[config.mk]
export PLATFORM = sky130hd
export DESIGN_NAME = rcsr_core
export DESIGN_NICKNAME = d
export VERILOG_FILES = /design/src/rcsr_qgen.v /design/src/rcsr_core.v
export VERILOG_INCLUDE_DIRS = /design/src
export SDC_FILE = /design/constraint.sdc
export NUM_CORES = 1
export LEC_CHECK = 0
export BUFFER_PORTS_ARGS = -buffer_cell sky130_fd_sc_hd__buf_2
export CAP_MARGIN = 10
export CORE_ASPECT_RATIO = 2
export CORE_MARGIN = 2
export CORE_UTILIZATION = 30
export DETAILED_ROUTE_END_ITERATION = 8
export GPL_TIMING_DRIVEN = 1
export PLACE_DENSITY_LB_ADDON = 0.08
export SLEW_MARGIN = 20
export SYNTH_ARGS = -nofsm -noshare
export SYNTH_HDL_FRONTEND = slang
export SYNTH_HIERARCHICAL = 1
export SYNTH_SLANG_ARGS = --single-unit
[constraint.sdc]
create_clock -name clk_sys_i -period 3.6 [get_ports clk_sys_i]
set_input_delay 0 -clock clk_sys_i [delete_from_list [all_inputs] [get_ports clk_sys_i]]
set_output_delay 0 -clock clk_sys_i [all_outputs]
set_load 0.03 [all_outputs]
[src/rcsr_consts.vh]
// rcsr_consts.vh: opcode patterns, field positions and q-phase codes for the
// relative call / soft reset execution block; definitions only.
`ifndef RCSR_CONSTS_VH
`define RCSR_CONSTS_VH
`define RCSR_OPC_CALL_PFX    4'hd
`define RCSR_OPC_SOFT_RESET  16'h00ff
`define RCSR_OPC_TBLWT_HI    14'h0003
`define RCSR_PFX_MSB         15
`define RCSR_PFX_LSB         12
`define RCSR_OFS_MSB         10
`define RCSR_Q1              2'h0
`define RCSR_Q2              2'h1
`define RCSR_Q3              2'h2
`define RCSR_Q4              2'h3
`define RCSR_PC_STEP         21'h000002
`define RCSR_PC_RESET        21'h000000
`endif

[src/rcsr_qgen.v]
// rcsr_qgen.v: four-phase instruction cycle generator.
// assumes one system clock; each phase lasts one clock.
`timescale 1ns/1ps
`include "rcsr_consts.vh"
module rcsr_qgen (
    input  wire       clk_sys_i,
    input  wire       rst_b_i,
    output reg  [1:0] q_o,
    output reg        q4_o
);
    always @(posedge clk_sys_i or negedge rst_b_i) begin
        if (!rst_b_i) begin
            q_o  <= `RCSR_Q1;
            q4_o <= 1'b0;
        end else begin
            q_o  <= q_o + 2'h1;
            q4_o <= (q_o == `RCSR_Q3);
        end
    end
endmodule

[src/rcsr_core.v]
// rcsr_core.v: execution of relative call and soft reset plus general
// execution notes (port rmw, timer prescaler clear, flush cycles, table write).
// assumes the fetch unit presents a new opcode each cycle and that stack,
// reset sequencer, ports and table-write engine sit outside this block.
`timescale 1ns/1ps
`include "rcsr_consts.vh"
// Function
// RULE1 - port read-modify-write takes operand from pin levels, not output latch
// RULE2 - write-back to timer zero count with d=1 clears its assigned prescaler
// RULE3 - pc change or true condition takes two cycles, second one a no-op
// RULE4 - second word of two-word instruction reached alone executes as no-op
// RULE5 - started table write continues until it ends, not aborted
// RULE6 - relative call: prefix 1101, 11-bit signed n, pc+2+2n, two cycles
// RULE7 - relative call pushes call address plus 2 onto return stack
// RULE8 - call phases: decode, read and push, process, load pc, then idle cycle
// RULE9 - soft reset 0x00ff, one cycle, same state as master clear reset; code keeps tblwt_busy_o and ends the cycle with pc_o at 2
// RULE10 - soft reset starts master clear sequence in q2; q3 and q4 idle; code still advances pc_o from 0 to 2 in q4
module rcsr_core (
    input  wire        clk_sys_i,
    input  wire        rst_b_i,
    input  wire [15:0] opcode_i,
    input  wire        second_word_i,
    input  wire        port_rmw_i,
    input  wire [7:0]  port_pins_i,
    input  wire [7:0]  port_latch_i,
    input  wire        tzc_wr_i,
    input  wire        dest_d_i,
    input  wire        psc_to_tzc_i,
    input  wire        pc_change_i,
    input  wire        cond_true_i,
    input  wire        tblwt_start_i,
    input  wire        tblwt_done_i,
    output reg  [20:0] pc_o,
    output reg  [20:0] return_stack_top_o,
    output reg         stack_push_o,
    output reg         master_clear_reset_o,
    output reg  [7:0]  rmw_operand_o,
    output reg         prescaler_clr_o,
    output reg         flush_o,
    output reg         tblwt_busy_o,
    output reg  [1:0]  q_phase_o
);
    localparam ST_RUN   = 1'b0;
    localparam ST_FLUSH = 1'b1;

    wire [1:0]  q;
    wire        q4;
    reg         state;
    reg  [20:0] call_target;
    reg  [20:0] ret_addr;
    reg         is_call;
    reg         is_rst;
    reg         is_nop;
    reg  [20:0] next_pc;
    wire [20:0] ofs2;

    rcsr_qgen u_qgen (
        .clk_sys_i (clk_sys_i),
        .rst_b_i   (rst_b_i),
        .q_o       (q),
        .q4_o      (q4)
    );

    // sign extend n and double it
    assign ofs2 = {{9{opcode_i[`RCSR_OFS_MSB]}}, opcode_i[`RCSR_OFS_MSB:0], 1'b0};

    always @* begin
        is_nop  = (state == ST_FLUSH) || second_word_i; // [RULE3] [RULE4]
        is_call = !is_nop && (opcode_i[`RCSR_PFX_MSB:`RCSR_PFX_LSB] == `RCSR_OPC_CALL_PFX); // [RULE6]
        is_rst  = !is_nop && (opcode_i == `RCSR_OPC_SOFT_RESET); // [RULE9]
        next_pc = pc_o + `RCSR_PC_STEP;
    end

    always @(posedge clk_sys_i or negedge rst_b_i) begin
        if (!rst_b_i) begin
            state                <= ST_RUN;
            pc_o                 <= `RCSR_PC_RESET;
            return_stack_top_o   <= `RCSR_PC_RESET;
            stack_push_o         <= 1'b0;
            master_clear_reset_o <= 1'b0;
            rmw_operand_o        <= 8'h00;
            prescaler_clr_o      <= 1'b0;
            flush_o              <= 1'b0;
            tblwt_busy_o         <= 1'b0;
            q_phase_o            <= `RCSR_Q1;
            call_target          <= `RCSR_PC_RESET;
            ret_addr             <= `RCSR_PC_RESET;
        end else if (master_clear_reset_o) begin
            // software reset clears every output the external clear does, except tblwt_busy_o [RULE9]
            state                <= ST_RUN;
            pc_o                 <= `RCSR_PC_RESET;
            return_stack_top_o   <= `RCSR_PC_RESET;
            stack_push_o         <= 1'b0;
            master_clear_reset_o <= 1'b0;
            rmw_operand_o        <= 8'h00;
            prescaler_clr_o      <= 1'b0;
            flush_o              <= 1'b0;
            // a running table write is not cut short even by soft reset [RULE5]
            tblwt_busy_o         <= tblwt_busy_o && !tblwt_done_i;
            q_phase_o            <= `RCSR_Q1;
        end else begin
            q_phase_o       <= q;
            stack_push_o    <= 1'b0;
            prescaler_clr_o <= 1'b0;
            // pins, not latch: an input pulled low writes back a zero [RULE1]
            if (port_rmw_i && q == `RCSR_Q2)
                rmw_operand_o <= port_pins_i; // [RULE1]
            // q4 is the registered copy of the fourth phase, same edge as q == Q4
            if (tzc_wr_i && dest_d_i && psc_to_tzc_i && !is_nop && q4)
                prescaler_clr_o <= 1'b1; // [RULE2]
            if (tblwt_start_i)
                tblwt_busy_o <= 1'b1; // [RULE5]
            else if (tblwt_done_i)
                tblwt_busy_o <= 1'b0; // [RULE5]
            case (q)
                `RCSR_Q1: begin
                    if (is_call) begin
                        call_target <= next_pc + ofs2; // [RULE6]
                        ret_addr    <= next_pc; // [RULE7]
                    end
                end
                `RCSR_Q2: begin
                    if (is_call) begin
                        stack_push_o       <= 1'b1; // [RULE8]
                        return_stack_top_o <= ret_addr; // [RULE7]
                    end
                    if (is_rst)
                        master_clear_reset_o <= 1'b1; // [RULE10]
                end
                `RCSR_Q3: begin
                end
                `RCSR_Q4: begin
                    if (is_call) begin
                        pc_o    <= call_target; // [RULE8]
                        state   <= ST_FLUSH; // [RULE3]
                        flush_o <= 1'b1;
                    end else if (!is_nop && (pc_change_i || cond_true_i)) begin
                        pc_o    <= next_pc;
                        state   <= ST_FLUSH; // [RULE3]
                        flush_o <= 1'b1;
                    end else begin
                        pc_o    <= next_pc;
                        state   <= ST_RUN;
                        flush_o <= 1'b0;
                    end
                end
                default: begin
                end
            endcase
        end
    end
endmodule

## After elaboration in Yosys (flattened, before gate mapping)

Cells that the tools add are included.

- Register bits: 102
- Input bits: 43

- Bitwise operators: 1
- Mux-type cells: 24
- Equality and inequality tests: 5
- Reduce and logical (&&, ||, !) cells: 21
- $add $sub $neg: 3

Operators with widths:

| cell | number |
|---|---|
| 21-bit 2-to-1 mux | 6 |
| 21-bit by 2-bit adder with 21-bit output (second input constant) | 1 |
| 21-bit adder | 1 |
| 16-bit by 8-bit == test with 1-bit output (second input constant) | 1 |
| 8-bit 2-to-1 mux | 2 |
| 1-bit 2-to-1 mux | 15 |
| 1-bit logical AND | 9 |
| 2-bit nonzero test | 4 |
| 2-bit == test (second input constant) | 2 |
| 4-bit == test (second input constant) | 1 |
| 3-bit AND reduction | 1 |
| 3-bit nonzero test | 1 |
| 2-bit by 1-bit adder with 2-bit output (second input constant) | 1 |
| 2-bit by 1-bit == test with 1-bit output (second input constant) | 1 |
| 1-bit logical NOT | 2 |
| 2-bit logical NOT | 1 |
| 1-bit logical OR | 2 |
| 2-bit 2-to-1 mux | 1 |
| 2-bit AND reduction | 1 |
| 1-bit inverter | 1 |

## Depth between registers and ports, before layout

Gate-level depths: netlist of run 1.

- Word-level depth: 7
- Gate-level depth with buffers: 13

## Modules after synthesis

The synthesis of run 1 kept the hierarchy.

By module, submodules not included:

| module | cells an instance | instances | sequential area each (um^2) | area each (um^2) |
|---|---|---|---|---|
| rcsr_core | 590 | 1 | 2,452.4 | 5,377.7 |
| rcsr_qgen | 6 | 1 | 75.1 | 95.1 |

## Worst setup path after synthesis of run 1

OpenSTA, ideal clock, no wires.

- Path type: reg2reg
- Start: register pc_o[10]
- End: register call_target[20]
- Clock period less this slack: 3.367 ns
- Path buffers: 2
- Stages on the path, launching flop included: 13
- Arrival: 3.298 ns
- Path slack: 0.233 ns
- Setup time: 0.069 ns
- Data required time: 3.531 ns
- Path through: dfrtp_1 > buf_2 > nand4_1 > nor4_4 > nand3_1 > xnor2_1 > ha_1 > clkbuf_1 > a21o_1 > a2111oi_0 > a21oi_1 > or4_1 > nand3_1

- Cells in the longest elaborated chain, start to end: 2

RTL lines:

| what | line | RTL |
|---|---|---|
| start, declared | rcsr_core.v:33 | `output reg [20:0] pc_o,` |
| start signal, assigned | rcsr_core.v:77 | `` pc_o <= `RCSR_PC_RESET; `` |
| start signal, assigned | rcsr_core.v:91 | `` pc_o <= `RCSR_PC_RESET; `` |
| start signal, assigned | rcsr_core.v:134 | `pc_o <= call_target;` |
| 21-bit by 2-bit adder with 21-bit output (no source line) | -- |  |
| named net next_pc[16] | rcsr_core.v:54 | `reg [20:0] next_pc;` |
| 21-bit adder | rcsr_core.v:118 | `call_target <= next_pc + ofs2;` |
| end signal, assigned | rcsr_core.v:86 | `` call_target <= `RCSR_PC_RESET; `` |
| end signal, assigned | rcsr_core.v:118 |  |
| end, declared | rcsr_core.v:49 | `reg [20:0] call_target;` |

The timed path passes the listed nets, and every way through them passes these cells.
A chain may end at the register's enable or synchronous reset.

## Worst setup path in the final report of run 1

- Start: register pc_o[2]
- End: register call_target[20]

Same word-level chain as after synthesis.

==> qor.yml, run 1 <==
critical_path:
  path_class: "flip-flop to flip-flop"
  path_cells: "ha_2, nand4_1, buf_4, nor3_2, buf_4, nand2_1, xnor2_2, ha_1, a21o_1, a2111oi_1, a21oi_1, or4_1, nand3_1"
  worst_path_most_repeated_cell: "buf_4"
  max_stage_delay_ns: 0.48
  crit_buf_inv: 2
  rr_worst_depth: 13
  cp_data_required_time_ns: 3.88
  r2r_slack_ns: 0.33
  cp.arrival_ns: 3.55
  r2r_end: "call_target[20]"
  r2r_start: "pc_o[2]"
  cp-start-kind: "flip-flop"
  critical-path-slowest-cell: "or4_1"
  critPathMaxFanout: 5
  end_kind: "flip-flop"
  cp_top_family: "simple AND/OR/NAND/NOR gates"
worst_hold_path:
  min_to: "state"
  min_path_type: "input pin to flip-flop"
  hp-start: "cond_true_i"
  whs_path_depth: 3
timing:
  slew_headroom_pct: 40.2
  max_freq_mhz: 306
  fin_worst_skew_ns: 0.00651
  finalWorstSetupSlack_ns: 0.331
  rsz0062_at_grt: "no"
  slew_violations: 0
  hold_viol: 0
  finalSetupTns_ns: 0
  finalCriticalPeriod_ns: 3.27
  worstMarginPinSlew_ns: 0.895
  timing.final.crit_share_pct: 90.8
  finalSetupViolations: 0
power:
  finalPower_uw: 3630
  p_per_area_mw_per_mm2: 532
  vdd_drop_max_uv: 269
  leakagePower_uw: 0.00329
synth:
  ys_seq_area_share_pct: 46.2
  synth-seq-cells: 101
  synth_warnings: 6
  syn_nets: 662
  synth_async_sr_flop_share_pct: 100
  ys.flop_type: "dfrtp_1"
  yosysUniqueCellTypes: 56
  synth_edf_count: 0
  syn_area_per_cell_sq_um: 9.18
  synth_cells: 596
  synthesis.area_sq_mm: 0.00547
floorplan:
  ios: 100
  die_x_microns: 99.5
  core_sq_mm: 0.0178
  dieArea_sq_mm: 0.0194
  die_y_microns: 195
  rows: 69
  start_util_pct: 30.8
route:
  drt-wirelength-per-cell_microns: 17.2
  route.detailed.drc: 0
  dr.pass1.iters: 6
  finalWirelength_microns: 16000
  first_iter_violations: 199
  vias: 4769
  vias_per_cell: 5.12
  ant_nets: 0
placement:
  place_worst_setup_slack_ns: 0.156
  globalplace.congestion: 0.791
  numPortBuffers: 91
  placedInstanceArea_sq_mm: 0.00625
  hpwl_microns: 12000
layout:
  nets: 780
  final_area_sq_mm: 0.00681
  layout-drive-gt1-share_pct: 19.6
  area_growth_pct: 24.5
  antenna_cells: 0
cts:
  cts_buffer_depth: 2
  clk_pin_slew_ns: 0.07
  cts_max_level: 3
  cts-root-buf: "clkbuf_16"
  numCtsBuffers: 9
  insertion_delay_ns: 0.35
  cts_sinks: 101
  cts_tree: "yes"
global_routing:
  antenna_found_initial: 0
  grt_overflow: 0
  grt_pass1_wl_microns: 26300
  grt_usage_pct: 17.2
  grt_max_degree: 65
  first_global_vias: 4911
run:
  maxCapViolations: 0
run_status:
  outcome: "completed"
==> Yosys cell counts, drive strengths merged (3+ instances only) <==
| cell type | number | area, sq um |
|---|---|---|
| a211oi | 7 | 52.6 |
| a21o | 9 | 67.6 |
| a21oi | 36 | 180 |
| a22o | 23 | 201 |
| a22oi | 3 | 22.5 |
| a311oi | 3 | 26.3 |
| and3 | 9 | 61.3 |
| clkbuf | 32 | 120 |
| dfrtp | 101 | 2530 |
| ha | 22 | 275 |
| inv | 17 | 63.8 |
| mux2i | 3 | 30.0 |
| nand2 | 100 | 375 |
| nand3 | 28 | 153 |
| nand3b | 9 | 67.6 |
| nand4 | 11 | 75.1 |
| nor2 | 38 | 143 |
| nor2b | 4 | 25.0 |
| nor3 | 12 | 60.1 |
| nor3b | 4 | 30.0 |
| nor4 | 6 | 52.6 |
| o211ai | 3 | 22.5 |
| o21ai | 43 | 215 |
| o31ai | 5 | 37.5 |
| or3 | 3 | 18.8 |
| xnor2 | 19 | 166 |
| xor2 | 10 | 87.6 |
==> state kept, by name, summed over array words and instances (netlist names) <==
| register | cells |
|---|---|
| call_target | 21 |
| master_clear_reset_o | 1 |
| pc_o | 21 |
| prescaler_clr_o | 1 |
| q_phase_o | 2 |
| ret_addr | 20 |
| return_stack_top_o | 21 |
| rmw_operand_o | 8 |
| stack_push_o | 1 |
| state | 1 |
| tblwt_busy_o | 1 |
| u_qgen/q4_o | 1 |
| u_qgen/q_o | 2 |
==> routing by layer <==
layer | wire [microns] | vias up | share of wire (%) | GRT usage (%)
met2 | 8360 | 89 | 52 | 30.0
li1 | - | 2367 | - | -
met3 | 425 | 15 | 2.7 | 2.43
met5 | 0 | - | 0 | 0
met1 | 6940 | 2298 | 43 | 21.3
met4 | 301 | 0 | 1.9 | 6.14
==> where the power goes <==
part           total [uW]  internal, uW  switching, uW  leakage [uW]
sequential           1410          1270            146       0.00130
clock                 913           486            427      0.000136
combinational        1300           503            799       0.00185
total                3630          2250           1370       0.00329
==> timing repair <==
action / 4_1_cts / 5_1_grt
hold buffers: 26 / 0
endpoints found under the setup margin: 0 / 4
buffers inserted: 0 / 1
resized for setup: 0 / 6
hold endpoints to repair: 75 / 0
==> area by class of cell <==
cell class,instances,area (sq um)
Fill cell,1848,11000
Multi-Input combinational cell,444,2790
Sequential cell,101,2530
Clock inverter,4,23.8
Tap cell,213,267
Timing Repair Buffer,141,898
Clock buffer,12,246
Inverter,17,63.8
==> cells by family (layout without fill, tap and decap cells) <==
family          after synthesis  count (layout)  share of synthesized area (%)
compound gates              153             153                           18.3
xor+xnor                     30              30                           5.05
fa+ha+maj                    23              23                           5.40
buf+inv                      51             174                           3.59
flops                       101             101                           46.2
mux                           3               3                          0.549
simple gates                235             235                           20.9
==> per-stage QoR <==
step	std cells	util [%]	hold slack [ns]
2_1_floorplan	596	-	-0.296
3_3_place_gp	889	35.1	0.149
3_5_place_dp	889	35.1	0.166
4_1_cts	931	38.1	0.00614
5_1_grt	932	38.3	0.0395
6_report	932	38.3	0.0175
==> worst reg2reg max path, delay by kind of cell, from the launching register on <==
| family | cells | cell delay [ns] |
|---|---|---|
| buf+inv | 2 | 0.34 |
| simple gates | 5 | 0.98 |
| fa+ha+maj | 2 | 0.50 |
| xor+xnor | 1 | 0.18 |
| compound gates | 3 | 0.81 |
| flops | 1 | 0.41 |
==> worst max-delay path by stage <==
stage / cells after the start / slack [ns] / to / start
after floorplan: 12 / 0.23 / call_target[20] / pc_o[10]
after global placement: 12 / 0.19 / call_target[20] / pc_o[2]
after detailed placement: 12 / 0.16 / call_target[20] / pc_o[2]
after CTS: 12 / 0.10 / call_target[20] / pc_o[2]
after global routing: 14 / 0.02 / call_target[18] / pc_o[2]
final: 13 / 0.33 / call_target[20] / pc_o[2]
==> placed cells by master (no fill, tap or decap), types with 9 or more instances in the layout <==
cell,n
dfrtp_1,100
a22o_1,23
buf_2,90
o21ai_0,43
nand2_1,100
nor3_1,11
nand3b_1,9
ha_1,21
a21oi_1,36
nand3_1,27
inv_1,17
a21o_1,9
xnor2_1,18
nand4_1,10
dlygate4sd3_1,26
clkbuf_16,9
xor2_1,10
buf_4,25
nor2_1,38
Note: power is estimated with default switching activity, not from simulation.
==> run 2: changes to the inputs <==
--- a/config.mk
+++ b/config.mk
@@ -13,6 +13,7 @@
 export CORE_UTILIZATION = 30
 export DETAILED_ROUTE_END_ITERATION = 8
 export GPL_TIMING_DRIVEN = 1
+export MAX_ROUTING_LAYER = met4
 export PLACE_DENSITY_LB_ADDON = 0.08
 export SLEW_MARGIN = 20
 export SYNTH_ARGS = -nofsm -noshare
==> qor.yml, run 2 (same netlist as run 1, synthesis figures left out) <==
worst_hold_path:
  min_path_type: "input pin to flip-flop"
  whs_path_depth: 3  # unchanged
  hp-start: "port_rmw_i"
  min_to: "rmw_operand_o[5]"
floorplan:
  die_y_microns: 195  # unchanged
  ios: 100  # unchanged
  start_util_pct: 30.8  # unchanged
  dieArea_sq_mm: 0.0194  # unchanged
  die_x_microns: 99.5  # unchanged
  core_sq_mm: 0.0178  # unchanged
  rows: 69  # unchanged
layout:
  utilization_pct: 38.4  # +0.070 points
  area_growth_pct: 24.7
  layout-drive-gt1-share_pct: 19.9  # +0.33 points
  final-seq-area_sq_mm: 0.00253  # unchanged
  fill_cells: 1830  # -0.97%
  final_cell_mix: "nand2_1, dfrtp_1, buf_2"
  antenna_cells: 0  # unchanged
  multi_input_area_sq_mm: 0.00278  # -0.18%
  final_area_sq_mm: 0.00683  # +0.18%
  reg.largest.list: "call_target (21), pc_o (21), return_stack_top_o (21)"
  nets: 779  # -0.13%
cts:
  cts_tree: "yes"
  cts-root-buf: "clkbuf_16"
  cts_max_level: 3  # unchanged
  cts_sinks: 101  # unchanged
  numCtsBuffers: 9  # unchanged
  clk_pin_slew_ns: 0.07  # about the same
  cts_buffer_depth: 2  # unchanged
  insertion_delay_ns: 0.35  # about the same
run_status:
  outcome: "completed"
power:
  leakagePower_uw: 0.00329  # about the same
  vdd_drop_max_uv: 202  # -25%
  p_per_area_mw_per_mm2: 542  # +1.8%
  finalPower_uw: 3700  # +2.0%
global_routing:
  antenna_found_initial: 0  # unchanged
  grt_pass1_wl_microns: 26400  # +0.32%
  first_global_vias: 4943  # +0.65%
  grt_usage_pct: 17.7  # +0.55 points
  grt_overflow: 0  # unchanged
  grt_max_degree: 46  # -29%
critical_path:
  critical-path-slowest-cell: "or4_1"
  r2r_slack_ns: 0.36  # +0.03 ns
  rr_worst_depth: 13  # unchanged
  path_depth: 13  # unchanged
  critPathMaxFanout: 5  # unchanged
  startpoint: "pc_o[2]"
  crit_buf_inv: 2  # unchanged
  end_kind: "flip-flop"
  r2r_start: "pc_o[2]"
  worst_path_most_repeated_cell: "buf_4"
  r2r_end: "call_target[20]"
  cp_data_required_time_ns: 3.88  # about the same
  cp_top_family: "simple AND/OR/NAND/NOR gates"
  cp-start-kind: "flip-flop"
  cp.arrival_ns: 3.52  # -0.03 ns
  path_class: "flip-flop to flip-flop"
  path_cells: "ha_2, nand4_1, buf_4, nor3_2, buf_4, nand2_1, xnor2_1, ha_1, a21o_1, a2111oi_1, a21oi_1, or4_1, nand3_1"
  max_stage_delay_ns: 0.47  # about the same
route:
  finalWirelength_microns: 15900  # -0.81%
  route.detailed.drc: 0  # unchanged
  ant_nets: 0  # unchanged
  vias_per_cell: 5.08  # -0.77%
  dr.pass1.iters: 4  # -2
  first_iter_violations: 161  # -19%
  vias: 4722  # -0.99%
  drt-wirelength-per-cell_microns: 17.1  # -0.60%
placement:
  hpwl_microns: 11800  # -1.7%
  numPortBuffers: 91  # unchanged
  globalplace.congestion: 0.849  # +7.4%
  placedInstanceArea_sq_mm: 0.00626  # +0.12%
run:
  maxCapViolations: 0  # unchanged
timing:
  max_freq_mhz: 309  # +1.0%
  finalSetupTns_ns: 0  # unchanged
  hold_viol: 0  # unchanged
  slew_violations: 0  # unchanged
  slew_headroom_pct: 41.5  # +1.3 points
  worstMarginPinSlew_ns: 0.875  # -0.0200 ns
  fin_worst_skew_ns: 0.0106  # +0.00405 ns
  finalCriticalPeriod_ns: 3.24  # -0.0327 ns
  finalSetupViolations: 0  # unchanged
  rsz0062_at_grt: "no"
  whs_ns: 0.0236  # +0.00615 ns
  timing.final.crit_share_pct: 89.9  # -0.91 points
## run 2: cell types whose count changed in the layout (fill, tap and decap cells not counted), sizes merged
cell / delta
clkinvlp: +1
dlygate4sd3: -2
clkinv: -2
clkbuf: -1
buf: +1
bufinv: +1
## run 2: layout make-up
class / instances / area share [%]
multi-input cells: 444 / 40.7
inverters: 17 / 0.935
flip-flops and latches: 101 / 37.0
clock buffers: 11 / 3.70
clock inverters: 4 / 0.696
well taps: 213 / 3.90
repair buffers: 140 / 13.0
## run 2: worst max-delay path by stage
stage	to	slack, ns
floorplan	call_target[20]	0.23
global placement	call_target[20]	0.18
detailed placement	call_target[20]	0.17
CTS	call_target[20]	0.16
global route	call_target[20]	0.03
finish	call_target[20]	0.36
## run 2: metal layers
metal | vias to the layer above | routed length (microns) | GRT usage, % | part of all wire, %
met1 | 2261 | 6790 | 20.5 | 43
met4 | 0 | 203 | 5.63 | 1.3
met2 | 83 | 8560 | 31.4 | 54
met3 | 12 | 354 | 2.40 | 2.2
met5 | - | 0 | - | 0
li1 | 2366 | - | - | -
## run 2: worst reg2reg max path: stages, from the launching register on
cell,delay [ns]
dfrtp_1,0.42
ha_2,0.26
nand4_1,0.10
buf_4,0.18
nor3_2,0.22
buf_4,0.16
nand2_1,0.06
xnor2_1,0.17
ha_1,0.25
a21o_1,0.23
a2111oi_1,0.38
a21oi_1,0.17
or4_1,0.47
nand3_1,0.09
## run 2: power breakdown
part | internal [uW] | switching (uW) | leakage, uW
registers | 1270 | 143 | 0.00130
logic | 505 | 795 | 0.00184
clock network | 571 | 421 | 0.000147
total | 2340 | 1360 | 0.00329
## run 2: per-stage QoR
| stage | setup slack [ns] | cells |
|---|---|---|
| 3_5_place_dp | 0.173 | 890 |
| 3_3_place_gp | 0.180 | 890 |
| 4_1_cts | 0.156 | 929 |
| 6_report | 0.363 | 930 |
| 5_1_grt | 0.0262 | 930 |
| 2_1_floorplan | 0.233 | 596 |
## run 2: repair_timing
item                                   in CTS  in global routing
gates resized for setup                     0                  6
endpoints found under the hold margin      55                  0
setup buffers                               0                  1
setup endpoints to repair                   0                  4
hold buffers                               24                  0
==> run 3: changes to the inputs <==
--- a/config.mk
+++ b/config.mk
@@ -10,7 +10,7 @@
 export CAP_MARGIN = 10
 export CORE_ASPECT_RATIO = 2
 export CORE_MARGIN = 2
-export CORE_UTILIZATION = 30
+export CORE_UTILIZATION = 55
 export DETAILED_ROUTE_END_ITERATION = 8
 export GPL_TIMING_DRIVEN = 1
 export MAX_ROUTING_LAYER = met4
==> qor.yml, run 3 (same netlist as run 1, synthesis figures left out) <==
route:
  ant_nets: 0  # unchanged
  finalWirelength_microns: 13600  # -15%
  route.detailed.drc: 0  # unchanged
  vias_per_cell: 5.71  # +12%
  first_iter_violations: 196  # +22%
  vias: 4781  # +1.2%
  dr.pass1.iters: 4  # unchanged
  drt-wirelength-per-cell_microns: 16.2  # -5.3%
worst_hold_path:
  min_to: "rmw_operand_o[6]"
  whs_path_depth: 3  # unchanged
  min_path_type: "input pin to flip-flop"
  hp-start: "port_rmw_i"
power:
  finalPower_uw: 3590  # -3.0%
  p_per_area_mw_per_mm2: 541  # -0.20%
  leakagePower_uw: 0.00326  # -1.0%
  p_clk_share_pct: 25.6  # -1.2 points
  p_switching_uw: 1330  # -2.1%
  p_comb_share_pct: 35.3  # +0.2 points
  p_seq_share_pct: 39.1  # +1.0 points
  swShare_pct: 37.1  # +0.34 points
  p_int_uw: 2260  # -3.5%
  vdd_drop_max_uv: 347  # +72%
timing:
  finalWorstSetupSlack_ns: 0.287  # -0.0765 ns
  finalSetupTns_ns: 0  # unchanged
  max_freq_mhz: 302  # -2.3%
  slew_headroom_pct: 33.1  # -8.4 points
  slew_violations: 0  # unchanged
  fin_worst_skew_ns: 0.0107  # +0.000149 ns
  timing.final.crit_share_pct: 92.0  # +2.1 points
  rsz0062_at_grt: "no"
  worstMarginPinSlew_ns: 1.00  # +0.127 ns
  finalSetupViolations: 0  # unchanged
  finalCriticalPeriod_ns: 3.31  # +0.0765 ns
  hold_viol: 0  # unchanged
global_routing:
  grt_overflow: 0  # unchanged
  grt_pass1_wl_microns: 23000  # -13%
  grt_max_degree: 83  # +80%
  grt_usage_pct: 27.8  # +10 points
  first_global_vias: 4823  # -2.4%
  antenna_found_initial: 0  # unchanged
layout:
  nets: 767  # -1.5%
  utilization_pct: 68.4  # +30 points
  reg.largest.list: "call_target (21), pc_o (21), return_stack_top_o (21)"
  antenna_cells: 0  # unchanged
  fill_cells: 825  # -55%
  final_area_sq_mm: 0.00664  # -2.8%
  final_cell_mix: "dfrtp_1, nand2_1, buf_2"
  final_common_cell: "dfrtp_1"
  area_growth_pct: 21.3
  layout-drive-gt1-share_pct: 18.4  # -1.5 points
floorplan:
  die_x_microns: 74.5  # -25%
  dieArea_sq_mm: 0.0108  # -44%
  core_sq_mm: 0.00970  # -45%
  die_y_microns: 145  # -26%
  rows: 51  # -26%
  ios: 100  # unchanged
  start_util_pct: 56.4  # +26 points
critical_path:
  critPathMaxFanout: 10  # +5
  path_cells: "nand4_1, nor4_4, nand3_1, xnor2_2, ha_1, a21o_1, a2111oi_2, a21oi_1, or4_1, nand3_1"
  worst_path_most_repeated_cell: "nand3_1"
  end_kind: "flip-flop"
  cp.arrival_ns: 3.59  # +0.07 ns
  r2r_slack_ns: 0.29  # -0.08 ns
  rr_worst_depth: 10  # -3
  r2r_end: "call_target[20]"
  r2r_start: "pc_o[10]"
  path_class: "flip-flop to flip-flop"
  cp_data_required_time_ns: 3.88  # about the same
  critical-path-slowest-cell: "dfrtp_1"
  cp-start-kind: "flip-flop"
  max_stage_delay_ns: 0.47  # about the same
run_status:
  outcome: "completed"
cts:
  cts_max_level: 3  # unchanged
  cts_buffer_depth: 2  # unchanged
  cts-root-buf: "clkbuf_16"
  cts_sinks: 101  # unchanged
  numCtsBuffers: 9  # unchanged
  clk_pin_slew_ns: 0.07  # about the same
  insertion_delay_ns: 0.34  # about the same
  cts_tree: "yes"
placement:
  hpwl_microns: 9490  # -19%
  globalplace.congestion: 0.900  # +6.0%
  place_worst_setup_slack_ns: 0.166  # -0.00745 ns
  numPortBuffers: 91  # unchanged
  placedInstanceArea_sq_mm: 0.00606  # -3.2%
run:
  maxCapViolations: 0  # unchanged
## run 3: timing repair
| item | 4_1_cts | 5_1_grt |
|---|---|---|
| endpoints found under the hold margin | 93 | 0 |
| resized for setup | 0 | 6 |
| hold buffers | 24 | 0 |
| setup buffers | 0 | 1 |
| endpoints found under the setup margin | 0 | 3 |
## run 3: how the worst max path moves through the flow
stage,start,end,slack (ns)
3_5_place_dp,pc_o[2],call_target[20],0.17
3_3_place_gp,pc_o[2],call_target[20],0.30
2_1_floorplan,pc_o[10],call_target[20],0.23
6_report,pc_o[10],call_target[20],0.29
4_1_cts,pc_o[2],call_target[20],0.14
5_1_grt,pc_o[2],call_target[18],0.06
## run 3: routing by layer
metal,part of all wire (%),track usage [%],vias to the layer above
li1,-,-,2344
met1,41,34.5,2291
met2,53,44.2,116
met3,2.9,3.61,30
met4,3.2,12.8,0
met5,0,-,-
## run 3: power by group through the flow
stage	combinational [uW]	clock, uW	sequential, uW
floorplan	769	0	1530
global placement	1190	0	1410
detailed placement	1220	0	1420
CTS	1240	939	1400
global route	1410	985	1420
finish	1270	919	1400
## run 3: critical path: cells and delay by family (launching register included)
family / cells / cell delay (ns)
adder cells (fa/ha/maj): 1 / 0.38
AND/OR/NAND/NOR: 5 / 1.41
AO/OA/AOI/OAI: 3 / 0.76
XOR/XNOR: 1 / 0.24
flip-flops: 1 / 0.47
## run 3: layout make-up
cell class / count / area [sq um] / share of cell area (%)
tap: 132 / 165 / 2.49
sequential: 101 / 2530 / 38.1
clock buffer: 12 / 256 / 3.86
multi-input combinational: 444 / 2790 / 42.0
inverter: 17 / 63.8 / 0.961
timing repair buffer: 128 / 808 / 12.2
clock inverter: 4 / 30.0 / 0.452
## run 3: stage by stage
step / std cells / hold WS (ns)
2_1_floorplan: 596 / -0.296
3_3_place_gp: 796 / 0.173
3_5_place_dp: 796 / 0.178
4_1_cts: 836 / 0.00232
5_1_grt: 838 / 0.0388
6_report: 838 / 0.0361
